<file path="config.mk">
export PLATFORM = sky130hd
export DESIGN_NAME = pscc_ctrl
export DESIGN_NICKNAME = d
export VERILOG_FILES = /design/src/pscc_pkg.sv /design/src/pscc_ctrl.sv
export VERILOG_INCLUDE_DIRS = /design/src /design/src/src
export SDC_FILE = /design/constraint.sdc
export NUM_CORES = 1
export LEC_CHECK = 0
export BUFFER_PORTS_ARGS = -buffer_cell sky130_fd_sc_hd__buf_2
export CAP_MARGIN = 0
export CORE_AREA = 2 2 69 71
export CTS_BUF_LIST = sky130_fd_sc_hd__clkbuf_8
export DETAILED_ROUTE_END_ITERATION = 10
export DIE_AREA = 0 0 71 73
export PLACE_DENSITY_LB_ADDON = 0.08
export REMOVE_ABC_BUFFERS = 1
export SLEW_MARGIN = 15
export SYNTH_ARGS = -nofsm -noshare
export SYNTH_HDL_FRONTEND = slang
export SYNTH_SLANG_ARGS = --single-unit
</file>
<file path="constraint.sdc">
create_clock -name CLK -period 2.1 [get_ports CLK]
set_input_delay 0.105 -clock CLK [delete_from_list [all_inputs] [get_ports CLK]]
set_output_delay 0.105 -clock CLK [all_outputs]
set_load 0.005 [all_outputs]
</file>
<file path="src/pscc_cfg.svh">
// Constants of the power-save and clock-rate controller.
// Assumes inclusion by its bare name from the package and the design file.
`ifndef PSCC_CFG_SVH
`define PSCC_CFG_SVH
`define PSCC_IDLE_BIT 0
`define PSCC_PDWN_BIT 1
`define PSCC_POWER_CONTROL_REGISTER_RST 8'h00
`define PSCC_REG_POWER_CONTROL_REGISTER 2'h0
`define PSCC_REG_FSTAT 2'h1
`define PSCC_REG_CLKCFG 2'h2
`define PSCC_EDC_BIT 0
`define PSCC_CYC_X1 4'hC
`define PSCC_CYC_X2 4'h6
`define PSCC_WAKE_CLKS 1024
`endif

</file>
<file path="src/pscc_pkg.sv">
// Types of the power-save and clock-rate controller.
// Assumes pscc_cfg.svh is on the include path.
`include "pscc_cfg.svh"
package pscc_pkg;
  typedef enum logic [1:0] {
    RUN,
    IDLE,
    PDWN,
    WAKE
  } pscc_mode_e;
  typedef struct packed {
    logic ale;
    logic program_store_strobe_n_n;
  } pscc_strobe_s;
endpackage

</file>
<file path="src/pscc_ctrl.sv">
// Power-save mode sequencer and machine-cycle generator.
// Assumes a core that reports interrupt service starts and stalls on run_enable.
//
// Overview of operation
// Writing idle bit enters idle.
// Idle halts the core, clock keeps running.
// Idle keeps RAM and registers unchanged.
// Interrupt start in idle clears idle bit.
// Resume after the entering instruction on return.
// Hardware reset ends any mode fully.
// Writing power-down bit enters power-down.
// Power-down gates clock; only level interrupts wake.
// Power-down keeps RAM and registers.
// Only level interrupt or reset leaves power-down.
// Low interrupt pin restarts the oscillator.
// Host holds pin low 1024 clocks.
// Pin high again starts service routine.
// Idle drives both strobes high.
// Power-down drives both strobes low.
// Machine cycle is 12 clocks, or 6.
// Doubling set only by programming commands.
// Active-low status flag shows doubled mode.
// Doubling only with internal access selected.
// Oscillator output stays undoubled.
// Both bits together choose power-down.
//
// Strobed register access and the address map were decided locally.
`timescale 1ns/1ns
`include "pscc_cfg.svh"
module pscc_ctrl #(
  parameter int WAKE_CLKS = `PSCC_WAKE_CLKS
) (
  // Clock and reset.
  input wire logic CLK,
  input wire logic RSTN,
  // Register port.
  input wire logic [1:0] ADDR,
  input wire logic [7:0] WDATA,
  input wire logic WR,
  input wire logic RD,
  output logic [7:0] RDATA,
  // Core handshake.
  input wire logic INT_START,
  input wire logic INT_LEVEL_EN,
  input wire logic PROG_DOUBLE_SET,
  input wire logic PROG_DOUBLE_VAL,
  input wire logic EXT_ACCESS_SEL_N,
  input wire logic EXT_INT_N,
  input wire logic OSC_IN,
  output logic RUN_ENABLE,
  output logic CLK_GATE_EN,
  output logic OSC_RESTART,
  output logic WAKE_VECTOR,
  output logic MCYCLE_STROBE,
  output logic OSC_OUT,
  // Bus strobes.
  output logic ALE,
  output logic PROG_STORE_STROBE_N
);
  initial
  begin
    if (WAKE_CLKS < 1 || WAKE_CLKS > 65535)
    begin
      $error("WAKE_CLKS out of range.");
    end
  end

  pscc_pkg::pscc_mode_e mode_q, mode_d;
  logic [7:0] power_control_register_q, power_control_register_d;
  logic dbl_q, dbl_d;
  logic [15:0] wcnt_q, wcnt_d;
  logic [3:0] mcnt_q, mcnt_d;
  logic [7:0] rdata_d;
  logic run_d, gate_d, osc_d, vec_d, mstb_d, oscout_d;
  pscc_pkg::pscc_strobe_s stb_d, stb_q;

  function automatic logic [3:0] cyc_len(input logic dbl);
    cyc_len = dbl ? `PSCC_CYC_X2 : `PSCC_CYC_X1;
  endfunction

  always_comb
  begin
    mode_d = mode_q;
    power_control_register_d = power_control_register_q;
    dbl_d = dbl_q;
    wcnt_d = wcnt_q;
    vec_d = 1'b0;
    if (WR && ADDR == `PSCC_REG_POWER_CONTROL_REGISTER && mode_q == pscc_pkg::RUN)
    begin
      power_control_register_d = WDATA;
      if (WDATA[`PSCC_PDWN_BIT])
      begin
        mode_d = pscc_pkg::PDWN;
      end
      else if (WDATA[`PSCC_IDLE_BIT])
      begin
        mode_d = pscc_pkg::IDLE;
      end
    end
    if (PROG_DOUBLE_SET)
    begin
      dbl_d = PROG_DOUBLE_VAL;
    end
    unique case (mode_q)
      pscc_pkg::RUN:
      begin
      end
      pscc_pkg::IDLE:
      begin
        if (INT_START)
        begin
          power_control_register_d[`PSCC_IDLE_BIT] = 1'b0;
          mode_d = pscc_pkg::RUN;
        end
      end
      pscc_pkg::PDWN:
      begin
        wcnt_d = '0;
        if (!EXT_INT_N && INT_LEVEL_EN)
        begin
          mode_d = pscc_pkg::WAKE;
        end
      end
      pscc_pkg::WAKE:
      begin
        if (wcnt_q != 16'hFFFF)
        begin
          wcnt_d = wcnt_q + 16'h0001;
        end
        if (EXT_INT_N)
        begin
          power_control_register_d[`PSCC_PDWN_BIT] = 1'b0;
          mode_d = pscc_pkg::RUN;
          vec_d = 1'b1;
        end
      end
    endcase
  end

  always_comb
  begin
    rdata_d = 8'h00;
    if (RD)
    begin
      unique case (ADDR)
        `PSCC_REG_POWER_CONTROL_REGISTER: rdata_d = power_control_register_q;
        `PSCC_REG_FSTAT: rdata_d = {7'h00, ~dbl_q};
        `PSCC_REG_CLKCFG: rdata_d = {6'h00, mode_q};
        default: rdata_d = 8'h00;
      endcase
    end
  end

  always_comb
  begin
    run_d = (mode_d == pscc_pkg::RUN);
    gate_d = (mode_d != pscc_pkg::PDWN);
    osc_d = (mode_d == pscc_pkg::WAKE);
    oscout_d = gate_d ? OSC_IN : 1'b0;
    stb_d = '{ale: 1'b1, program_store_strobe_n_n: 1'b1};
    if (mode_d == pscc_pkg::PDWN || mode_d == pscc_pkg::WAKE)
    begin
      stb_d = '{ale: 1'b0, program_store_strobe_n_n: 1'b0};
    end
    mcnt_d = mcnt_q;
    mstb_d = 1'b0;
    if (run_d)
    begin
      if (mcnt_q >= cyc_len(dbl_q && EXT_ACCESS_SEL_N) - 4'h1)
      begin
        mcnt_d = 4'h0;
        mstb_d = 1'b1;
      end
      else
      begin
        mcnt_d = mcnt_q + 4'h1;
      end
    end
  end

  always_ff @(posedge CLK or negedge RSTN)
  begin
    if (!RSTN)
    begin
      mode_q <= pscc_pkg::RUN;
      power_control_register_q <= `PSCC_POWER_CONTROL_REGISTER_RST;
      dbl_q <= 1'b0;
      wcnt_q <= '0;
      mcnt_q <= 4'h0;
      RDATA <= 8'h00;
      RUN_ENABLE <= 1'b1;
      CLK_GATE_EN <= 1'b1;
      OSC_RESTART <= 1'b0;
      WAKE_VECTOR <= 1'b0;
      MCYCLE_STROBE <= 1'b0;
      OSC_OUT <= 1'b0;
      stb_q <= '{ale: 1'b1, program_store_strobe_n_n: 1'b1};
    end
    else
    begin
      mode_q <= mode_d;
      power_control_register_q <= power_control_register_d;
      dbl_q <= dbl_d;
      wcnt_q <= wcnt_d;
      mcnt_q <= mcnt_d;
      RDATA <= rdata_d;
      RUN_ENABLE <= run_d;
      CLK_GATE_EN <= gate_d;
      OSC_RESTART <= osc_d;
      WAKE_VECTOR <= vec_d;
      MCYCLE_STROBE <= mstb_d;
      OSC_OUT <= oscout_d;
      stb_q <= stb_d;
    end
  end

  assign ALE = stb_q.ale;
  assign PROG_STORE_STROBE_N = stb_q.program_store_strobe_n_n;

  // Checker helper: clocks since the last machine-cycle strobe of an unbroken run.
  logic [4:0] mgap_q, mgap_d;
  logic mvalid_q, mvalid_d;
  logic eff_q, eff_d;

  always_comb
  begin
    eff_d = dbl_q && EXT_ACCESS_SEL_N;
    mgap_d = mgap_q;
    mvalid_d = mvalid_q;
    if (MCYCLE_STROBE)
    begin
      mgap_d = 5'h01;
      mvalid_d = 1'b1;
    end
    else if (RUN_ENABLE && mgap_q != 5'h1F)
    begin
      mgap_d = mgap_q + 5'h01;
    end
    if (!RUN_ENABLE || eff_d != eff_q)
    begin
      mvalid_d = 1'b0;
    end
  end

  always_ff @(posedge CLK or negedge RSTN)
  begin
    if (!RSTN)
    begin
      mgap_q <= 5'h00;
      mvalid_q <= 1'b0;
      eff_q <= 1'b0;
    end
    else
    begin
      mgap_q <= mgap_d;
      mvalid_q <= mvalid_d;
      eff_q <= eff_d;
    end
  end

  a_idle_entry: assert property (@(posedge CLK) disable iff (!RSTN)
    WR && ADDR == `PSCC_REG_POWER_CONTROL_REGISTER && mode_q == pscc_pkg::RUN && WDATA[1:0] == 2'b01
    |=> mode_q == pscc_pkg::IDLE ##1 !RUN_ENABLE)
    else $error("Idle not entered.");
  a_pdwn_prio: assert property (@(posedge CLK) disable iff (!RSTN)
    WR && ADDR == `PSCC_REG_POWER_CONTROL_REGISTER && mode_q == pscc_pkg::RUN && WDATA[1]
    |=> mode_q == pscc_pkg::PDWN)
    else $error("Power-down not chosen.");
  a_idle_exit: assert property (@(posedge CLK) disable iff (!RSTN)
    mode_q == pscc_pkg::IDLE && INT_START |=> !power_control_register_q[0] && mode_q == pscc_pkg::RUN)
    else $error("Idle exit wrong.");
  a_idle_strobes: assert property (@(posedge CLK) disable iff (!RSTN)
    mode_q == pscc_pkg::IDLE |-> ALE && PROG_STORE_STROBE_N)
    else $error("Idle strobes not high.");
  a_pdwn_strobes: assert property (@(posedge CLK) disable iff (!RSTN)
    mode_q == pscc_pkg::PDWN |-> !ALE && !PROG_STORE_STROBE_N && !CLK_GATE_EN)
    else $error("Power-down outputs wrong.");
  a_wake_osc: assert property (@(posedge CLK) disable iff (!RSTN)
    mode_q == pscc_pkg::PDWN && !EXT_INT_N && INT_LEVEL_EN |=> ##1 OSC_RESTART)
    else $error("Oscillator not restarted.");
  a_wake_vec: assert property (@(posedge CLK) disable iff (!RSTN)
    mode_q == pscc_pkg::WAKE && EXT_INT_N |=> WAKE_VECTOR && !power_control_register_q[1])
    else $error("Wake vector missing.");
  a_pdwn_hold: assert property (@(posedge CLK) disable iff (!RSTN)
    mode_q == pscc_pkg::PDWN && (EXT_INT_N || !INT_LEVEL_EN) |=> mode_q == pscc_pkg::PDWN)
    else $error("Power-down left without wake.");
  a_edc_flag: assert property (@(posedge CLK) disable iff (!RSTN)
    RD && ADDR == `PSCC_REG_FSTAT |=> RDATA[0] == !dbl_q)
    else $error("Double flag wrong.");

  a_mcycle_len: assert property (@(posedge CLK) disable iff (!RSTN)
    MCYCLE_STROBE && mvalid_q |-> mgap_q == {1'b0, cyc_len(eff_q)})
    else $error("Machine cycle length wrong.");

  a_run_outputs: assert property (@(posedge CLK) disable iff (!RSTN)
    mode_q == pscc_pkg::RUN |-> RUN_ENABLE && CLK_GATE_EN && ALE && PROG_STORE_STROBE_N)
    else $error("Run outputs wrong.");

  a_idle_clock: assert property (@(posedge CLK) disable iff (!RSTN)
    mode_q == pscc_pkg::IDLE |-> !RUN_ENABLE && CLK_GATE_EN && !MCYCLE_STROBE)
    else $error("Idle clock state wrong.");

  a_wake_outputs: assert property (@(posedge CLK) disable iff (!RSTN)
    mode_q == pscc_pkg::WAKE |-> OSC_RESTART && !ALE && !PROG_STORE_STROBE_N)
    else $error("Wake outputs wrong.");

  a_pdwn_osc: assert property (@(posedge CLK) disable iff (!RSTN)
    mode_q == pscc_pkg::PDWN |-> !OSC_OUT && !RUN_ENABLE)
    else $error("Power-down clock not stopped.");

  a_rdata_quiet: assert property (@(posedge CLK) disable iff (!RSTN)
    !RD |=> RDATA == 8'h00)
    else $error("Read data outside read cycle.");

  a_dbl_load: assert property (@(posedge CLK) disable iff (!RSTN)
    PROG_DOUBLE_SET |=> dbl_q == $past(PROG_DOUBLE_VAL))
    else $error("Doubling not loaded.");

  a_dbl_keep: assert property (@(posedge CLK) disable iff (!RSTN)
    !PROG_DOUBLE_SET |=> $stable(dbl_q))
    else $error("Doubling changed without command.");
endmodule

</file>
After elaboration in Yosys (flattened, before gate mapping)
Cells that the tools add are included.
{"block": "totals", "output_inout_bits": 16, "word_cells": 57, "regBits": 31, "input_bits": 21}
{"block": "op_classes", "addsub": 2, "n_lt_le_gt_ge": 1, "n_bitwise": 1, "n_eq_ne": 8, "mux": 22, "reduce_logical": 9}
{"cell": "8-bit case mux with 3 select lines", "n": 1}
{"cell": "2-bit two-way mux", "n": 8}
{"cell": "2-bit == test, second input constant", "n": 5}
{"cell": "1-bit two-way mux", "n": 9}
{"cell": "4-bit two-way mux", "n": 2}
{"cell": "8-bit two-way mux", "n": 1}
{"cell": "2-bit zero test", "n": 3}
{"cell": "2-bit case mux with 3 select lines", "n": 1}
{"cell": "4-bit by 1-bit adder with 4-bit output, second input constant", "n": 1}
{"cell": "2-bit by 1-bit == test with 1-bit output, second input constant", "n": 2}
{"cell": "4-bit >= comparator", "n": 1}
{"cell": "1-bit logical AND", "n": 4}
{"cell": "4-bit by 1-bit subtractor with 4-bit output, second input constant", "n": 1}
{"cell": "2-bit inequality test, second input constant", "n": 1}
{"cell": "1-bit zero test", "n": 1}
{"cell": "1-bit logical OR", "n": 1}
{"cell": "1-bit NOT", "n": 1}

Longest topological paths before layout
Gate-level depths: netlist (run 1).
{"block": "depth", "depth_word": 9, "mapped_depth": 7, "mapped_depth_nobuf": 7}

Least setup slack after synthesis (run 1)
OpenSTA, ideal clock, no wires.
{"block": "synth_timing", "kind": "register -> register", "start": "register mode_q[0]", "end": "register power_control_register_q[2]", "t_arrival_ns": 1.352, "path_slack_ns": 0.623, "required_time_ns": 1.975, "setup_time_ns": 0.125, "synth_period_minus_slack_ns": 1.477, "n_path_buf": 1, "path_stages_with_launch": 5, "path_cell_list": "dfrtp_1 -> nor4b_4 -> nor2b_1 -> buf_4 -> mux2_2"}
{"block": "synth_via", "elab_chain_cells": 2}
{"element": "from (decl)", "line_no": "pscc_ctrl.sv:68", "text": "pscc_pkg::pscc_mode_e mode_q, mode_d;"}
{"element": "from (signal assigned)", "line_no": "pscc_ctrl.sv:185", "text": "mode_q <= pscc_pkg::RUN;"}
{"element": "from (signal assigned)", "line_no": "pscc_ctrl.sv:201", "text": "mode_q <= mode_d;"}
{"element": "2-bit zero test", "line_no": "pscc_ctrl.sv:88", "text": "if (WR && ADDR == `PSCC_REG_POWER_CONTROL_REGISTER && mode_q == pscc_pkg::RUN)"}
{"element": "1-bit logical AND", "line_no": "pscc_ctrl.sv:88"}
{"element": "to (signal assigned)", "line_no": "pscc_ctrl.sv:186", "text": "power_control_register_q <= `PSCC_POWER_CONTROL_REGISTER_RST;"}
{"element": "to (signal assigned)", "line_no": "pscc_ctrl.sv:202", "text": "power_control_register_q <= power_control_register_d;"}
{"element": "to (decl)", "line_no": "pscc_ctrl.sv:69", "text": "logic [7:0] power_control_register_q, power_control_register_d;"}
Every way passes these cells.
A chain may end at the register's enable or synchronous reset.

Final worst setup path (run 1)
Ends and elaborated chain as after synthesis.

==> results of run 1 <==
==> metal layers <==
layer | routed length [um] | global-route usage (%) | part of all wire (%)
met1 | 1210 | 14.2 | 47
met2 | 1120 | 16.8 | 44
met3 | 155 | 4.42 | 6.1
met4 | 61 | 6.29 | 2.4
met5 | 0 | 0 | 0
==> flip-flops by register name (all words and copies together) (netlist names), 2 cells and up <==
register,count
power_control_register_q,8
RDATA,8
mcnt_q,4
mode_q,2
==> cell usage in the layout, fill, tap and decap left out, drive strengths merged, types with 2 or more instances in the layout <==
| cell type | n |
|---|---|
| buf | 37 |
| ha | 4 |
| o21ai | 3 |
| and2 | 8 |
| mux2i | 4 |
| dfstp | 3 |
| nor2b | 2 |
| nor2 | 6 |
| nand2 | 8 |
| a21oi | 4 |
| inv | 5 |
| mux2 | 7 |
| clkbuf | 6 |
| a21boi | 2 |
| nor3b | 4 |
| dfrtp | 27 |
| nand3 | 2 |
==> cells by family (layout without fill, tap and decap cells) <==
| group | count (synthesis) | count (layout) | synth area share, % |
|---|---|---|---|
| compound gates | 16 | 16 | 9.30 |
| flops | 30 | 30 | 58.4 |
| mux | 11 | 11 | 9.21 |
| simple gates | 34 | 34 | 16.0 |
| buf+inv | 8 | 51 | 3.20 |
| fa+ha+maj | 4 | 4 | 3.88 |
==> per-stage QoR <==
step | instances | cell area, um^2 | util, %
2_1_floorplan | 100 | 1270 | -
3_3_place_gp | 191 | 1520 | 33.6
3_5_place_dp | 191 | 1520 | 33.6
4_1_cts | 200 | 1630 | 35.9
5_1_grt | 200 | 1630 | 35.9
6_report | 200 | 1630 | 35.9
==> cells in the mapped netlist <==
cell	count	area, um^2
o31ai_2	1	12.5
nand3b_1	1	7.51
a21boi_1	1	7.51
mux2_2	7	78.8
o21ba_1	1	10.0
a211o_1	1	8.76
dfrtp_1	27	676
nand2b_4	1	13.8
mux2i_1	4	40.0
nor4b_4	1	23.8
nor2b_1	2	12.5
and3_1	1	6.26
o21ai_0	3	15.0
nor3b_1	4	30.0
a21boi_0	1	7.51
and2_1	7	43.8
inv_1	5	18.8
nand2_1	8	30.0
a21o_1	1	7.51
dfstp_2	3	78.8
o311ai_2	1	16.3
buf_4	3	22.5
o21a_1	1	7.51
a21oi_1	4	20.0
nand3_1	2	10.0
ha_1	4	50.1
nor2_1	6	22.5
a22oi_1	1	7.51
and2_0	1	6.26
==> critical path: cells and delay by family (launching register included) <==
family / cells / cell delay (ns)
buffers and inverters: 1 / 0.19
multiplexers: 1 / 0.35
AND/OR/NAND/NOR: 2 / 0.51
flip-flops: 1 / 0.47
==> layout make-up <==
cell class,count,share of cell area [%]
flip-flops and latches,30,46.3
multi-input cells,65,30.4
repair buffers,38,12.1
clock buffers,6,5.07
well taps,54,4.15
inverters,5,1.15
clock inverters,2,0.768
==> worst paths after layout <==
path	startpoint	endpoint	slack, ns	cells past startpoint
hold / removal	EXT_INT_N	OSC_RESTART	0.02	2
min in group asynchronous	RSTN	RDATA[6]	0.39	2
setup / recovery	mode_q[0]	power_control_register_q[2]	0.47	4
hold reg to reg	power_control_register_q[4]	RDATA[4]	0.47	1
max in group asynchronous	RSTN	OSC_OUT	1.26	2
setup reg to reg	mode_q[0]	power_control_register_q[2]	0.47	4
==> what timing repair did <==
item                      4_1_cts  5_1_grt
hold endpoints to repair       27        0
setup buffers                   0        0
hold buffers                    1        0
==> report_power, final <==
| part | internal [W] | leakage (nW) | switching [W] | total [W] |
|---|---|---|---|---|
| Clock | 0.000263 | 0.0472 | 0.000221 | 0.000483 |
| Combinational | 0.000315 | 0.401 | 0.000288 | 0.000603 |
| Sequential | 0.000799 | 0.374 | 0.000139 | 0.000938 |
==> impl_metrics.ini, run 1 <==
[floorplan]
core.rowCount = 25
die-height_um = 73
floorplan.die.width_um = 71
initial_core_util_pct = 28.5
die_area_um2 = 5180
fp.coreArea_um2 = 4540
io_pins = 37

[final_layout]
fraction_of_final_layout_cells_sized_beyond_drive_strength_1_pct = 40.4
flow.area_growth_from_synthesis_pct = 26.2
antenna-diode-count = 0
combined_area_of_the_multi_input_logic_cells_um2 = 495
finalNetCount = 170
final.fill_count = 450
ff_latch_area_um2 = 754

[detailed_routing]
drt_iter0_markers = 22
route.detailed.wl_per_inst_um = 12.7
drt_pass1_iterations = 3
vias_per_cell = 4.27
num_vias = 853
post-route-drc-count = 0
ant_nets = 0
wirelength_um = 2550

[worst_setup_path]
critical_path_peak_fanout = 8
end_kind = register
timing.critical_path.cells = nor4b_4 > nor2b_1 > buf_4 > mux2_2
critPathSlowestCell = dfrtp_1
critPathRequiredTime_ns = 2.27
critical_path_start_type = register
worstSetupPathType = register to register
cp.arrival_ns = 1.80
max_incr_delay_on_cp_ns = 0.47

[yosys]
ys_seq_elements = 30
synthDistinctLibCells = 29
ys_seq_area_share_pct = 58.4
syn_inst = 103
synth_area_um2 = 1290
synth.yosys.warnings = 0
postSynthAreaPerCell_um2 = 12.5

[clock_network]
cts_inserted_buffers = 5
ctsHtreeMaxLevel = 2
post_cts_resize_count = 0
tritoncts = yes
clock-sinks = 30
worstSkewPairLatency_ns = 0.28
root_buffer = clkbuf_8
path_clk_slew_ns = 0.06
cts-root-to-sink-buffers = 2

[run]
max_cap_viol_count = 0

[global_routing]
grt_pass1_vias = 884
wire_length_of_the_first_global_routing_pass_um = 4400
antenna_found_initial = 0
grt_start_max_net_pins = 31
grtUsageTotal_pct = 11.4
overflow = 0

[sta]
report.final.slew_viol_count = 0
final_hold_fails = 0
finalClockSkew_ns = 0.00598
fmax_mhz = 614
min_period_over_period_pct = 77.6
worst_margin_slew_ns = 0.688
unrepaired_setup_endpoints_after_global_routing = no
setup-violations-final = 0
finalWorstSetupSlack_ns = 0.471
final.hold.worst_slack_ns = 0.0198
post-route-min-period_ns = 1.63
fin_setup_tns_ns = 0
max-slew-margin-rel_pct = 54.2

[power_and_ir_drop]
totalPowerFinal_w = 0.00202
worst_ir_drop_vdd_uv = 486
cellLeakagePower_nw = 0.823
pwr_density_cell_nw_per_um2 = 1240

[status]
outcome = complete, no violations

[hold_path]
hold_removal_path_class = primary input to register

[placement]
pre_cts_slack_ns = 0.451
routabilityCongestion = 0.737
io_buffers = 36
(Power assumes the default switching activity.)
==> run 2: changes to the inputs <==
==> constraint.sdc (replaced) <==
create_clock -name CLK -period 1.6 [get_ports CLK]
set_input_delay 0.08 -clock CLK [delete_from_list [all_inputs] [get_ports CLK]]
set_output_delay 0.08 -clock CLK [all_outputs]
set_load 0.005 [all_outputs]
==> impl_metrics.ini, run 2 (synthesis gave the netlist of run 1 again) <==
[floorplan]
initial_core_util_pct = 28.5
floorplan.die.width_um = 71
io_pins = 37
die-height_um = 73
die_area_um2 = 5180
fp.coreArea_um2 = 4540
core.rowCount = 25

[global_routing]
groute.layer.met1.usage_pct = 13.9
grt_pass1_vias = 921
most_used_routing_layer = met2
overflow = 0
grtUsageTotal_pct = 11.0
grt_start_max_net_pins = 31
met3_global_route_usage_pct = 3.73
use_met2_pct = 16.4
wire_length_of_the_first_global_routing_pass_um = 4290
antenna_found_initial = 0

[detailed_routing]
wirelength_um = 2580
num_vias = 908
drt_iter0_markers = 40
route.detailed.wl_per_inst_um = 12.5
ant_nets = 0
vias_per_cell = 4.41
post-route-drc-count = 0
drt_pass1_iterations = 4

[final_layout]
fraction_of_final_layout_cells_sized_beyond_drive_strength_1_pct = 47.4
antenna-diode-count = 0
final_cells = 206
finalNetCount = 176
flow.area_growth_from_synthesis_pct = 33.5
layout.cells.most_common = buf_2
fin_util_pct = 38.0
largestRegisters = RDATA x8, power_control_register_q x8, mcnt_q x4
mostFrequentLayoutCells = buf_2, dfrtp_1, and2_1, nand2_1, mux2_2

[clock_network]
tritoncts = yes
worstSkewPairLatency_ns = 0.28
clock-sinks = 30
path_clk_slew_ns = 0.07
cts_inserted_buffers = 5
cts-root-to-sink-buffers = 2
ctsHtreeMaxLevel = 2
root_buffer = clkbuf_8

[status]
outcome = complete, no violations

[worst_setup_path]
critical_path_peak_fanout = 6
cp.arrival_ns = 1.71
critical_path.reg2reg.endpoint = power_control_register_q[4]
max_incr_delay_on_cp_ns = 0.45
reg2reg_from = mode_q[0]
timing.critical_path.cells = nor4b_4 > nor2b_2 > buf_4 > mux2_2
worstSetupPathType = register to register
rrSetupSlack_ns = 0.05
critPathRequiredTime_ns = 1.76
critical_path_start_type = register
end_kind = register
critPathSlowestCell = dfrtp_1
r2r_cells = 4

[placement]
io_buffers = 36
dp_cells = 195
routabilityCongestion = 0.710
detailedPlacementHpwl_um = 1910

[sta]
finalClockSkew_ns = 0.00505
max-slew-margin-rel_pct = 55.4
final_hold_fails = 0
report.final.slew_viol_count = 0
worst_margin_slew_ns = 0.669
post-route-min-period_ns = 1.55
setup-violations-final = 0
fmax_mhz = 646
final.hold.worst_slack_ns = 0.0282
min_period_over_period_pct = 96.8

[power_and_ir_drop]
pwr_density_cell_nw_per_um2 = 1620
worst_ir_drop_vdd_uv = 833
cellLeakagePower_nw = 0.854
totalPowerFinal_w = 0.00279

[hold_path]
hold_start = WDATA[6]
hold_path_end = power_control_register_q[6]
min_delay_path_depth = 2
hold_removal_path_class = primary input to register

[run]
max_cap_viol_count = 0
==> run 2: changes by cell type in the layout (fill, tap and decap cells not counted), sizes merged <==
| cell | change |
|---|---|
| buf | +5 |
| dlygate4sd3 | +1 |
==> run 2: cell type report <==
cell class | count | area (um^2)
multi-input cells | 65 | 543
clock buffers | 6 | 82.6
inverters | 5 | 18.8
repair buffers | 44 | 245
flip-flops and latches | 30 | 754
clock inverters | 2 | 12.5
well taps | 54 | 67.6
fillers | 444 | 2810
==> run 2: power breakdown <==
| part | switching, W | internal [W] | leakage (nW) |
|---|---|---|---|
| combinational | 0.000424 | 0.000499 | 0.432 |
| clock | 0.000289 | 0.000345 | 0.0472 |
| sequential | 0.000188 | 0.00105 | 0.374 |
==> run 2: critical path: cells and delay by family (launching register included) <==
kind | cells | cell delay [ns]
and+or+nand+nor | 2 | 0.47
DFF | 1 | 0.45
muxes | 1 | 0.34
buffers and inverters | 1 | 0.17
==> run 2: per-stage QoR <==
stage,TNS (ns),worst slack [ns],cell area [um^2]
finish,0,0.0510,1720
global route,-0.00721,-0.00454,1720
CTS,0,0.0314,1670
detailed placement,0,0.00186,1550
global placement,0,0.0744,1550
floorplan,-0.610,-0.102,1270
==> run 2: layer usage <==
layer	vias to the layer above	wire [um]
li1	445	-
met3	4	154
met2	24	1150
met5	-	0
met4	0	29
met1	435	1250
==> run 2: how the worst max path moves through the flow <==
stage / from / to / cells past startpoint / slack, ns
after floorplan: mode_q[0] / power_control_register_q[2] / 3 / -0.10
after global placement: mode_q[0] / power_control_register_q[2] / 4 / 0.07
after detailed placement: dbl_q / mcnt_q[2] / 7 / 0.002
after CTS: dbl_q / mcnt_q[3] / 7 / 0.03
after global routing: mode_q[0] / OSC_OUT / 5 / -0.005
final: mode_q[0] / power_control_register_q[4] / 4 / 0.05
==> run 2: repair_timing <==
item	in CTS	in global routing
buffers inserted	0	1
hold endpoints to repair	28	0
hold buffers	2	0
pin swaps	0	1
endpoints found under the setup margin	2	9
resized for setup	1	7
